`src/rtl/proto_ctrl_pkg.sv`:
```
/*
 * Constants, types and register map of the protocol state command control.
 * Assumes a 32-bit AXI4-Lite master and a 2048-word message RAM clearer.
 */
// How it works
// - Any reset puts the controller in default configuration until a config command after the clear.
// - Command 0001 in default configuration enters configuration once the busy flag is low.
// - Configuration goes to ready on command 0010 only after unlocking.
// - Command 0011 in ready enters wakeup.
// - Wakeup returns to ready on command 0010 or wakeup end.
// - Run command 0100 in ready enters startup.
// - Startup enters normal active by itself on startup success.
// - Command 0010 from startup or normal active returns to ready.
// - Commands leaving configuration are refused without prior unlock.
// - Any access between the two unlock writes discards the partial unlock.
// - After reset the message RAM is cleared while the busy flag is high.
// - Last configured buffer holds buffer count minus one.
// - Static payload length counts two-byte words.
// - Buffer payload length code counts two-byte words.
// - Below first dynamic is static; first FIFO to last buffer is FIFO.
// - Data pointer addresses four-byte words from buffer 0.
// - Each buffer owns a fixed 16-byte header.
package proto_ctrl_pkg;

  // Byte offsets of the registers.
  localparam logic [7:0] ADDR_CTRL = 8'h00;
  localparam logic [7:0] ADDR_LOCK = 8'h04;
  localparam logic [7:0] ADDR_PART = 8'h08;
  localparam logic [7:0] ADDR_HCFG = 8'h0C;
  localparam logic [7:0] ADDR_HCHK = 8'h10;
  localparam logic [7:0] ADDR_HRES = 8'h14;
  localparam logic [7:0] ADDR_HADR = 8'h18;

  // Command codes.
  localparam logic [3:0] CMD_CONFIG = 4'h1;
  localparam logic [3:0] CMD_READY = 4'h2;
  localparam logic [3:0] CMD_WAKEUP = 4'h3;
  localparam logic [3:0] CMD_RUN = 4'h4;

  // Unlock keys; the values are arbitrary.
  localparam logic [7:0] LOCK_KEY_FIRST = 8'hA5;
  localparam logic [7:0] LOCK_KEY_SECOND = 8'h5A;

  // Field positions.
  localparam int CTRL_STATE_LSB = 8;
  localparam int CTRL_BUSY_BIT = 16;
  localparam int CTRL_REFUSED_BIT = 17;
  localparam int CTRL_UNLOCKED_BIT = 18;
  localparam int PART_FIRST_DYN_LSB = 8;
  localparam int PART_FIRST_FIFO_LSB = 16;
  localparam int PART_COUNT_LSB = 24;
  localparam int HCFG_BYTES_LSB = 16;
  localparam int HCHK_PAYLOAD_LSB = 16;
  localparam int HCHK_IDX_LSB = 24;
  localparam int HRES_KIND_LSB = 2;
  localparam int HRES_BYTES_LSB = 8;
  localparam int HADR_DATA_LSB = 16;

  // Reset values of the partition boundaries.
  localparam logic [7:0] LAST_BUF_RESET = 8'h00;
  localparam logic [7:0] FIRST_DYN_RESET = 8'h80;
  localparam logic [7:0] FIRST_FIFO_RESET = 8'h80;

  // Message RAM geometry and clearing count.
  localparam int HDR_SHIFT = 4;
  localparam int WORD_SHIFT = 2;
  localparam int CLEAR_WORDS = 2048;
  localparam logic [10:0] CLEAR_LAST = 11'(CLEAR_WORDS - 1);

  // Buffer kinds.
  localparam logic [1:0] KIND_STATIC = 2'h0;
  localparam logic [1:0] KIND_DYNAMIC = 2'h1;
  localparam logic [1:0] KIND_FIFO = 2'h2;

  localparam logic [1:0] RESP_OKAY = 2'h0;
  localparam logic [1:0] RESP_SLVERR = 2'h2;

  typedef enum logic [5:0] {
    ST_DEFAULT_CONFIG = 6'b000001,
    ST_CONFIG = 6'b000010,
    ST_READY = 6'b000100,
    ST_WAKEUP = 6'b001000,
    ST_STARTUP = 6'b010000,
    ST_NORMAL_ACTIVE = 6'b100000
  } poc_state_t;

  typedef struct packed {
    logic [7:0] first_fifo_buffer;
    logic [7:0] first_dynamic_buffer;
    logic [7:0] last_configured_buffer;
  } part_cfg_t;

  typedef struct packed {
    logic [7:0] idx;
    logic [6:0] buffer_payload_length;
    logic [10:0] buffer_data_pointer;
  } hdr_chk_t;

endpackage
```
`src/rtl/proto_ctrl.sv`:
```
/*
 * Protocol state command control with buffer partition checks, reached
 * over AXI4-Lite. Assumes the protocol engine pulses WAKEUP_END and
 * STARTUP_DONE on CORE_CLK, and a RAM that takes clear writes.
 */
// The register offsets and the AXI4-Lite slave port were decided locally.
`timescale 1ns/1ps
module proto_ctrl
  import proto_ctrl_pkg::*;
(
  input wire logic CORE_CLK,
  input wire logic RESET_N,
  input wire logic [7:0] AWADDR,
  input wire logic AWVALID,
  output logic AWREADY,
  input wire logic [31:0] WDATA,
  input wire logic [3:0] WSTRB,
  input wire logic WVALID,
  output logic WREADY,
  output logic [1:0] BRESP,
  output logic BVALID,
  input wire logic BREADY,
  input wire logic [7:0] ARADDR,
  input wire logic ARVALID,
  output logic ARREADY,
  output logic [31:0] RDATA,
  output logic [1:0] RRESP,
  output logic RVALID,
  input wire logic RREADY,
  input wire logic WAKEUP_END,
  input wire logic STARTUP_DONE,
  output logic [5:0] PROTOCOL_STATE,
  output logic PROTOCOL_BUSY,
  output logic [10:0] RAM_CLR_ADDR,
  output logic RAM_CLR_WE
);

  poc_state_t state_r, state_nxt;
  part_cfg_t part_r;
  hdr_chk_t hchk_r;
  logic [6:0] spl_r;
  logic busy_r, armed_r, unlocked_r, refused_r;
  logic [10:0] clr_addr_r;
  logic awready_r, wready_r, bvalid_r, arready_r, rvalid_r;
  logic [1:0] bresp_r, rresp_r;
  logic [31:0] rdata_r;

  // Byte-lane merge for partial writes.
  function automatic logic [31:0] merge(input logic [31:0] old_v,
                                        input logic [31:0] new_v,
                                        input logic [3:0] strb);
    logic [31:0] res;
    res = old_v;
    for (int i = 0; i < 4; i++) begin
      if (strb[i]) begin
        res[i*8 +: 8] = new_v[i*8 +: 8];
      end
    end
    return res;
  endfunction

  // Bus handshakes and write decode.
  wire wr_fire = AWVALID && awready_r && WVALID && wready_r;
  wire rd_fire = ARVALID && arready_r;
  wire any_fire = wr_fire || rd_fire;
  wire wr_ctrl = wr_fire && AWADDR == ADDR_CTRL && WSTRB[0];
  wire wr_lock = wr_fire && AWADDR == ADDR_LOCK && WSTRB[0];
  wire cfg_ok = !busy_r &&
                (state_r == ST_DEFAULT_CONFIG || state_r == ST_CONFIG);
  wire wr_part = wr_fire && AWADDR == ADDR_PART && cfg_ok;
  wire wr_hcfg = wr_fire && AWADDR == ADDR_HCFG && cfg_ok;
  wire wr_hchk = wr_fire && AWADDR == ADDR_HCHK;
  wire wr_map = AWADDR == ADDR_CTRL || AWADDR == ADDR_LOCK ||
                AWADDR == ADDR_PART || AWADDR == ADDR_HCFG ||
                AWADDR == ADDR_HCHK;
  wire [3:0] cmd = WDATA[3:0];
  wire cmd_fire = wr_ctrl && !busy_r;
  wire key_first = wr_lock && WDATA[7:0] == LOCK_KEY_FIRST;
  wire key_second = wr_lock && WDATA[7:0] == LOCK_KEY_SECOND;

  // Buffer partition checks on the staged header values.
  wire [7:0] last_buf = part_r.last_configured_buffer;
  wire [7:0] first_dyn = part_r.first_dynamic_buffer;
  wire [7:0] first_fifo = part_r.first_fifo_buffer;
  wire [10:0] data_ptr = hchk_r.buffer_data_pointer;
  wire [6:0] pay_len = hchk_r.buffer_payload_length;
  wire [12:0] min_pointer = ({5'h00, last_buf} + 13'h0001) << WORD_SHIFT;
  wire pointer_ok = {2'b00, data_ptr} >= min_pointer;
  wire in_use = hchk_r.idx <= last_buf;
  wire is_static = hchk_r.idx < first_dyn;
  wire is_fifo = hchk_r.idx >= first_fifo && in_use;
  wire [1:0] kind = is_static ? KIND_STATIC :
                    (is_fifo ? KIND_FIFO : KIND_DYNAMIC);
  wire [7:0] payload_bytes = {pay_len, 1'b0};
  wire [7:0] spl_bytes = {spl_r, 1'b0};
  wire [8:0] buf_count = {1'b0, last_buf} + 9'h001;
  wire [12:0] hdr_addr = {1'b0, hchk_r.idx, 4'h0};
  wire [12:0] data_addr = {data_ptr, 2'b00};

  // Read data selection.
  wire [31:0] rd_ctrl = (32'(unlocked_r) << CTRL_UNLOCKED_BIT) |
                        (32'(refused_r) << CTRL_REFUSED_BIT) |
                        (32'(busy_r) << CTRL_BUSY_BIT) |
                        (32'(state_r) << CTRL_STATE_LSB);
  wire [31:0] rd_part = (32'(buf_count[7:0]) << PART_COUNT_LSB) |
                        (32'(first_fifo) << PART_FIRST_FIFO_LSB) |
                        (32'(first_dyn) << PART_FIRST_DYN_LSB) |
                        32'(last_buf);
  wire [31:0] rd_hcfg = (32'(spl_bytes) << HCFG_BYTES_LSB) | 32'(spl_r);
  wire [31:0] rd_hchk = (32'(hchk_r.idx) << HCHK_IDX_LSB) |
                        (32'(pay_len) << HCHK_PAYLOAD_LSB) |
                        32'(data_ptr);
  wire [31:0] rd_hres = (32'(payload_bytes) << HRES_BYTES_LSB) |
                        (32'(kind) << HRES_KIND_LSB) |
                        {30'h0000_0000, in_use, pointer_ok};
  wire [31:0] rd_hadr = (32'(data_addr) << HADR_DATA_LSB) | 32'(hdr_addr);
  wire rd_map = ARADDR == ADDR_CTRL || ARADDR == ADDR_LOCK ||
                ARADDR == ADDR_PART || ARADDR == ADDR_HCFG ||
                ARADDR == ADDR_HCHK || ARADDR == ADDR_HRES ||
                ARADDR == ADDR_HADR;
  wire [31:0] rd_mux = ARADDR == ADDR_CTRL ? rd_ctrl :
                       ARADDR == ADDR_PART ? rd_part :
                       ARADDR == ADDR_HCFG ? rd_hcfg :
                       ARADDR == ADDR_HCHK ? rd_hchk :
                       ARADDR == ADDR_HRES ? rd_hres :
                       ARADDR == ADDR_HADR ? rd_hadr : 32'h0000_0000;

  // Next protocol state from commands and engine events.
  always_comb begin
    state_nxt = state_r;
    case (state_r)
      ST_DEFAULT_CONFIG: begin
        if (cmd_fire && cmd == CMD_CONFIG) begin
          state_nxt = ST_CONFIG;
        end
      end
      ST_CONFIG: begin
        if (cmd_fire && cmd == CMD_READY && unlocked_r) begin
          state_nxt = ST_READY;
        end
      end
      ST_READY: begin
        if (cmd_fire && cmd == CMD_WAKEUP) begin
          state_nxt = ST_WAKEUP;
        end else if (cmd_fire && cmd == CMD_RUN) begin
          state_nxt = ST_STARTUP;
        end
      end
      ST_WAKEUP: begin
        if ((cmd_fire && cmd == CMD_READY) || WAKEUP_END) begin
          state_nxt = ST_READY;
        end
      end
      ST_STARTUP: begin
        if (cmd_fire && cmd == CMD_READY) begin
          state_nxt = ST_READY;
        end else if (STARTUP_DONE) begin
          state_nxt = ST_NORMAL_ACTIVE;
        end
      end
      ST_NORMAL_ACTIVE: begin
        if (cmd_fire && cmd == CMD_READY) begin
          state_nxt = ST_READY;
        end
      end
      default: begin
        state_nxt = ST_DEFAULT_CONFIG;
      end
    endcase
  end

  wire cmd_taken = cmd_fire && state_nxt != state_r;

  // Protocol state and refused-command flag.
  always_ff @(posedge CORE_CLK or negedge RESET_N) begin
    if (!RESET_N) begin
      state_r <= ST_DEFAULT_CONFIG;
      refused_r <= 1'b0;
    end else begin
      state_r <= state_nxt;
      if (cmd_fire) begin
        refused_r <= !cmd_taken;
      end
    end
  end

  // Two-write unlock; any access after the first key ends the attempt.
  always_ff @(posedge CORE_CLK or negedge RESET_N) begin
    if (!RESET_N) begin
      armed_r <= 1'b0;
      unlocked_r <= 1'b0;
    end else if (state_r != ST_CONFIG) begin
      armed_r <= 1'b0;
      unlocked_r <= 1'b0;
    end else if (armed_r && any_fire) begin
      armed_r <= 1'b0;
      unlocked_r <= key_second;
    end else if (key_first) begin
      armed_r <= 1'b1;
    end
  end

  // Message RAM clearing after reset with the busy flag held high.
  always_ff @(posedge CORE_CLK or negedge RESET_N) begin
    if (!RESET_N) begin
      busy_r <= 1'b1;
      clr_addr_r <= 11'h000;
    end else if (busy_r) begin
      clr_addr_r <= clr_addr_r + 11'h001;
      if (clr_addr_r == CLEAR_LAST) begin
        busy_r <= 1'b0;
      end
    end
  end

  // Incoming write words merged with the present contents by byte lane.
  wire [31:0] part_wr = merge(32'(part_r), WDATA, WSTRB);
  wire [31:0] hcfg_wr = merge(32'(spl_r), WDATA, WSTRB);
  wire [31:0] hchk_wr = merge(rd_hchk, WDATA, WSTRB);

  // Configuration registers.
  always_ff @(posedge CORE_CLK or negedge RESET_N) begin
    if (!RESET_N) begin
      part_r <= '{first_fifo_buffer: FIRST_FIFO_RESET,
                  first_dynamic_buffer: FIRST_DYN_RESET,
                  last_configured_buffer: LAST_BUF_RESET};
      spl_r <= 7'h00;
      hchk_r <= '0;
    end else begin
      if (wr_part) begin
        part_r <= part_wr[23:0];
      end
      if (wr_hcfg) begin
        spl_r <= hcfg_wr[6:0];
      end
      if (wr_hchk) begin
        hchk_r <= {hchk_wr[31:24], hchk_wr[22:16], hchk_wr[10:0]};
      end
    end
  end

  // AXI4-Lite write channel: both address and data are taken together.
  always_ff @(posedge CORE_CLK or negedge RESET_N) begin
    if (!RESET_N) begin
      awready_r <= 1'b0;
      wready_r <= 1'b0;
      bvalid_r <= 1'b0;
      bresp_r <= RESP_OKAY;
    end else begin
      awready_r <= AWVALID && WVALID && !awready_r && !bvalid_r;
      wready_r <= AWVALID && WVALID && !awready_r && !bvalid_r;
      if (wr_fire) begin
        bvalid_r <= 1'b1;
        bresp_r <= wr_map ? RESP_OKAY : RESP_SLVERR;
      end else if (BREADY) begin
        bvalid_r <= 1'b0;
      end
    end
  end

  // AXI4-Lite read channel.
  always_ff @(posedge CORE_CLK or negedge RESET_N) begin
    if (!RESET_N) begin
      arready_r <= 1'b0;
      rvalid_r <= 1'b0;
      rdata_r <= 32'h0000_0000;
      rresp_r <= RESP_OKAY;
    end else begin
      arready_r <= ARVALID && !arready_r && !rvalid_r;
      if (rd_fire) begin
        rvalid_r <= 1'b1;
        rdata_r <= rd_mux;
        rresp_r <= rd_map ? RESP_OKAY : RESP_SLVERR;
      end else if (RREADY) begin
        rvalid_r <= 1'b0;
      end
    end
  end

  // Outputs straight from flip-flops.
  assign AWREADY = awready_r;
  assign WREADY = wready_r;
  assign BVALID = bvalid_r;
  assign BRESP = bresp_r;
  assign ARREADY = arready_r;
  assign RVALID = rvalid_r;
  assign RDATA = rdata_r;
  assign RRESP = rresp_r;
  assign PROTOCOL_STATE = state_r;
  assign PROTOCOL_BUSY = busy_r;
  assign RAM_CLR_ADDR = clr_addr_r;
  assign RAM_CLR_WE = busy_r;

  // Checks on the state machine, unlock and partition logic.
  property p_busy_default;
    @(posedge CORE_CLK) disable iff (!RESET_N)
    busy_r |-> state_r == ST_DEFAULT_CONFIG;
  endproperty
  a_busy_default: assert property (p_busy_default)
    else $error("state left default configuration while busy");

  property p_config_cmd;
    @(posedge CORE_CLK) disable iff (!RESET_N)
    state_r == ST_DEFAULT_CONFIG && cmd_fire && cmd == CMD_CONFIG
      |=> state_r == ST_CONFIG;
  endproperty
  a_config_cmd: assert property (p_config_cmd)
    else $error("config command did not enter configuration");

  property p_ready_unlock;
    @(posedge CORE_CLK) disable iff (!RESET_N)
    $rose(state_r == ST_READY) && $past(state_r) == ST_CONFIG
      |-> $past(unlocked_r) && $past(cmd_fire);
  endproperty
  a_ready_unlock: assert property (p_ready_unlock)
    else $error("left configuration without unlock");

  property p_locked_refuse;
    @(posedge CORE_CLK) disable iff (!RESET_N)
    state_r == ST_CONFIG && cmd_fire && !unlocked_r
      |=> state_r == ST_CONFIG ##0 refused_r;
  endproperty
  a_locked_refuse: assert property (p_locked_refuse)
    else $error("locked configuration accepted a command");

  property p_wakeup;
    @(posedge CORE_CLK) disable iff (!RESET_N)
    state_r == ST_READY && cmd_fire && cmd == CMD_WAKEUP
      |=> state_r == ST_WAKEUP;
  endproperty
  a_wakeup: assert property (p_wakeup)
    else $error("wakeup command not taken");

  property p_wakeup_end;
    @(posedge CORE_CLK) disable iff (!RESET_N)
    state_r == ST_WAKEUP && WAKEUP_END |=> state_r == ST_READY;
  endproperty
  a_wakeup_end: assert property (p_wakeup_end)
    else $error("wakeup end did not return to ready");

  property p_run;
    @(posedge CORE_CLK) disable iff (!RESET_N)
    state_r == ST_READY && cmd_fire && cmd == CMD_RUN
      |=> state_r == ST_STARTUP;
  endproperty
  a_run: assert property (p_run)
    else $error("run command not taken");

  property p_startup_done;
    @(posedge CORE_CLK) disable iff (!RESET_N)
    state_r == ST_STARTUP && STARTUP_DONE && !cmd_fire
      |=> state_r == ST_NORMAL_ACTIVE;
  endproperty
  a_startup_done: assert property (p_startup_done)
    else $error("startup success did not reach normal active");

  property p_back_ready;
    @(posedge CORE_CLK) disable iff (!RESET_N)
    (state_r == ST_STARTUP || state_r == ST_NORMAL_ACTIVE) && cmd_fire &&
      cmd == CMD_READY |=> state_r == ST_READY;
  endproperty
  a_back_ready: assert property (p_back_ready)
    else $error("ready command did not return to ready");

  property p_unlock_order;
    @(posedge CORE_CLK) disable iff (!RESET_N)
    $rose(unlocked_r) |-> $past(armed_r) && $past(key_second);
  endproperty
  a_unlock_order: assert property (p_unlock_order)
    else $error("unlock without two consecutive key writes");

  property p_busy_len;
    @(posedge CORE_CLK) disable iff (!RESET_N)
    $fell(busy_r) |-> $past(clr_addr_r) == CLEAR_LAST;
  endproperty
  a_busy_len: assert property (p_busy_len)
    else $error("busy dropped before the whole RAM was cleared");

  property p_hold;
    @(posedge CORE_CLK) disable iff (!RESET_N)
    !cmd_fire && !WAKEUP_END && !STARTUP_DONE |=> $stable(state_r);
  endproperty
  a_hold: assert property (p_hold)
    else $error("state changed with no cause");

  property p_addr_math;
    @(posedge CORE_CLK) disable iff (!RESET_N)
    hdr_addr[3:0] == 4'h0 && data_addr[1:0] == 2'b00 &&
      payload_bytes == 8'(pay_len * 2);
  endproperty
  a_addr_math: assert property (p_addr_math)
    else $error("buffer address or length scaling wrong");

  c_normal: cover property (@(posedge CORE_CLK) disable iff (!RESET_N)
    state_r == ST_STARTUP ##1 state_r == ST_NORMAL_ACTIVE);
  c_unlock: cover property (@(posedge CORE_CLK) disable iff (!RESET_N)
    $rose(unlocked_r));
  c_refused: cover property (@(posedge CORE_CLK) disable iff (!RESET_N)
    $rose(refused_r));
  c_wake: cover property (@(posedge CORE_CLK) disable iff (!RESET_N)
    state_r == ST_WAKEUP ##1 state_r == ST_READY);

endmodule

```
`config.mk`:
```
export PLATFORM = sky130hd
export DESIGN_NAME = proto_ctrl
export DESIGN_NICKNAME = d
export VERILOG_FILES = /design/src/rtl/proto_ctrl_pkg.sv /design/src/rtl/proto_ctrl.sv
export SDC_FILE = /design/constraint.sdc
export NUM_CORES = 1
export LEC_CHECK = 0
export BUFFER_PORTS_ARGS = -buffer_cell sky130_fd_sc_hd__clkbuf_2
export CAP_MARGIN = 20
export CELL_PAD_IN_SITES_DETAIL_PLACEMENT = 1
export CELL_PAD_IN_SITES_GLOBAL_PLACEMENT = 2
export CORE_ASPECT_RATIO = 1.25
export CORE_MARGIN = 5
export CORE_UTILIZATION = 35
export CTS_CLUSTER_SIZE = 8
export DETAILED_ROUTE_END_ITERATION = 16
export GPL_TIMING_DRIVEN = 0
export HOLD_SLACK_MARGIN = 0.15
export MAX_ROUTING_LAYER = met4
export PLACE_DENSITY_LB_ADDON = 0.05
export SLEW_MARGIN = 5
export SYNTH_ARGS = -nofsm -noshare
export SYNTH_HDL_FRONTEND = slang
export SYNTH_SLANG_ARGS = --single-unit
```
`constraint.sdc`:
```
create_clock -name CORE_CLK -period 3.4 [get_ports CORE_CLK]
set_input_delay 0.51 -clock CORE_CLK [delete_from_list [all_inputs] [get_ports CORE_CLK]]
set_output_delay 0.51 -clock CORE_CLK [all_outputs]
set_load 0.05 [all_outputs]
```
==> impl_metrics.env <==
export IMPL_required_ns=3.73
export IMPL_insertion_delay_ns=0.42
export IMPL_track_usage_pct=23.3
export IMPL_arrival_ns=3.34
export IMPL_cts_tree="done"
export IMPL_final_cells=1036
export IMPL_wl_met2_mm=12.3
export IMPL_setup_tns_final_ns=0
export IMPL_port_buffers=117
export IMPL_rsz0062_at_grt="false"
export IMPL_ir_worst_vdd_mv=0.351
export IMPL_postSynthAreaPerCell_sq_um=10.3
export IMPL_p_leak_nw=3.91
export IMPL_worst_setup_path_end_kind="register"
export IMPL_fin_nets=886
export IMPL_ant_nets=0
export IMPL_avgViaCountPerCell=5.57
export IMPL_power_density_mw_per_mm2=467
export IMPL_die_x_um=134
export IMPL_crit_path_start_kind="primary input"
export IMPL_h_tree_depth=4
export IMPL_wl_met3_um=977
export IMPL_wire_per_inst_um=23.5
export IMPL_max_freq_mhz=332
export IMPL_hold_class="in2reg"
export IMPL_critPathSlowestCell="or4_1"
export IMPL_fp_dieArea_sq_mm=0.0220
export IMPL_diodes=0
export IMPL_worst_pin_slew_ns=1.03
export IMPL_seq_power_share_pct=39.2
export IMPL_grt_ovfl_total=0
export IMPL_crit_chain="clkbuf_1 -> inv_1 -> or4_1 -> nor2_1 -> buf_2 -> a2bb2oi_1 -> o21ai_0"
export IMPL_finalHoldViolations=0
export IMPL_wirelength_met1_mm=10.5
export IMPL_cp_num_buf_inv=3
export IMPL_fin_worst_skew_ns=0.0108
export IMPL_place_congestion=0.893
export IMPL_io_pins=121
export IMPL_mostFrequentLayoutCell="clkbuf_2"
export IMPL_place_hpwl_mm=18.9
export IMPL_combPwrFrac_pct=15.4
export IMPL_yosysWarnings=0
export IMPL_firstDrtPassIters=4
export IMPL_criticalPathCategory="in2reg"
export IMPL_num_rows=56
export IMPL_clk_path_buf_depth=2
export IMPL_synth_ff_latch_count=116
export IMPL_syn_cell_area_sq_mm=0.00671
export IMPL_critPathTopFamily="simple AND/OR/NAND/NOR gates"
export IMPL_path_clk_slew_ns=0.06
export IMPL_drc_errors=0
export IMPL_preCtsSetupSlack_ns=-0.0277
export IMPL_vias=5775
export IMPL_start_util_pct=35.6
export IMPL_slew_headroom_pct=31.0
export IMPL_min_period_ns=3.01
export IMPL_clkPwrFrac_pct=45.4
export IMPL_grt_max_degree=62
export IMPL_grt_pass1_vias=6372
export IMPL_mostFrequentLayoutCells="116 x clkbuf_2, 112 x dfrtp_1, 55 x nand2_1, 44 x nor2_1, 40 x mux2_2"
export IMPL_cts_buffers=17
export IMPL_worstPathMaxFanout=10
export IMPL_syn_to_final_growth_pct=22.1
export IMPL_drtIter0Drc=204
export IMPL_numClockSinks=116
export IMPL_coreArea_sq_mm=0.0188
export IMPL_yosysSeqAreaShare_pct=43.4
export IMPL_regToRegSetupSlack_ns=0.50
export IMPL_p_sw_w=0.00115
export IMPL_finalWorstSetupSlack_ns=0.387
export IMPL_status="finished, final reports clean"
export IMPL_synthCells=652
export IMPL_synth_main_ff_cell="dfrtp_1"
export IMPL_swShare_pct=30.1
export IMPL_antenna_found_initial=0
export IMPL_fin_crit_sh_pct=88.6
export IMPL_dp_cells=1003
export IMPL_totalWireLength_mm=24.4
export IMPL_setup_viol_count_final=0
export IMPL_synth_cell_types=69
export IMPL_grt_first_pass_wirelength_mm=37.5
export IMPL_async_flop_share_pct=100
export IMPL_fp_dieH_um=165
export IMPL_highest_layer="met4"
export IMPL_drive_gt1_share_pct=29.4
export IMPL_p_int_w=0.00267
export IMPL_drv_cap=0
export IMPL_synth_edf_count=0
export IMPL_clockRootBuffer="clkbuf_16"
export IMPL_postCtsSetupRepairBufs=0
export IMPL_max_stage_delay_ns=0.70
export IMPL_drv_slew=0
[sequential cells by signal, summed over array words and instances, names as in the netlist]
signal and count:
RDATA 32, RAM_CLR_ADDR 11, data_ptr 11, first_dyn 8, first_fifo 8, hchk_r 8, last_buf 8, pay_len 7
spl_r 7, PROTOCOL_STATE 6, ARREADY 1, BRESP 1, BVALID 1, PROTOCOL_BUSY 1, RRESP 1, RVALID 1
WREADY 1, armed_r 1, refused_r 1, unlocked_r 1
[layout make-up]
cell class | count | area, sq um
fillers | 2154 | 10700
multi-input cells | 474 | 3550
flip-flops and latches | 116 | 2910
repair buffers | 119 | 632
clock buffers | 21 | 440
well taps | 232 | 290
inverters | 35 | 131
plain buffers | 28 | 124
clock inverters | 11 | 114
[worst paths after layout]
check / start / to / depth (start not counted)
worst min-delay path: BREADY / BVALID / 2
max in group asynchronous: RESET_N / first_fifo[7] / 3
worst max register to register: PROTOCOL_STATE[2] / last_buf[2] / 6
min in group asynchronous: RESET_N / RDATA[25] / 2
worst min register to register: RVALID / ARREADY / 1
worst max-delay path: ARADDR[3] / RDATA[7] / 7
[cells in the mapped netlist, drive strengths merged, types with 10 or more instances]
cell type | n | share of area, %
a21oi | 35 | 2.6
o21ai | 29 | 2.2
xnor2 | 15 | 2.0
nand3 | 13 | 0.97
dfrtp | 112 | 42
mux2i | 11 | 1.6
clkbuf | 19 | 1.1
nor2 | 44 | 2.5
inv | 35 | 2.0
nor3 | 10 | 0.99
mux2 | 59 | 11
ha | 34 | 6.3
nand2 | 58 | 3.6
a31oi | 13 | 1.2
[power groups by stage]
stage	clock network, W	registers [W]	logic, W
2_1_floorplan	0	0.00173	0.000152
3_3_place_gp	0	0.00152	0.000581
3_5_place_dp	0	0.00152	0.000595
4_1_cts	0.00177	0.00150	0.000597
5_1_grt	0.00183	0.00150	0.000628
6_report	0.00173	0.00150	0.000589
[kinds of logic (layout without fill, tap and decap cells)]
| kind of cell | after synthesis | after routing | share of synthesized area (%) |
|---|---|---|---|
| AND/OR/NAND/NOR | 198 | 198 | 16.2 |
| AO/OA/AOI/OAI | 152 | 152 | 15.3 |
| flip-flops | 116 | 116 | 43.4 |
| XOR/XNOR | 18 | 18 | 2.35 |
| other | 1 | 2 | 0.0559 |
| buffers and inverters | 63 | 214 | 3.81 |
| adder cells (fa/ha/maj) | 34 | 34 | 6.34 |
| multiplexers | 70 | 70 | 12.6 |
[timing repair]
action                     in CTS  in global routing
setup endpoints to repair       0                  0
resized for setup               0                  0
hold endpoints to repair       54                  0
hold buffers                    1                  0
[metrics by stage]
stage          total power, W  cell area, sq um  hold slack (ns)  utilization (%)
6_report              0.00382              8190            0.260             43.4
5_1_grt               0.00396              8190            0.255             43.4
4_1_cts               0.00386              8190            0.252             43.4
3_5_place_dp          0.00212              7620            0.460             40.4
3_3_place_gp          0.00210              7580            0.449             40.2
2_1_floorplan         0.00189              6710            0.214                -
[routing by layer]
layer / vias to the layer above / GRT usage (%)
met5: - / -
met4: 0 / 7.72
met3: 28 / 4.14
met2: 147 / 40.2
met1: 2932 / 27.7
li1: 2668 / -
[worst register-to-register path, delay by kind of cell, from the launching register on]
kind | cells | cell delay, ns
AND/OR/NAND/NOR | 4 | 1.73
flip-flops | 1 | 0.53
multiplexers | 1 | 0.35
buffers and inverters | 1 | 0.19
(Power assumes the default switching activity.)
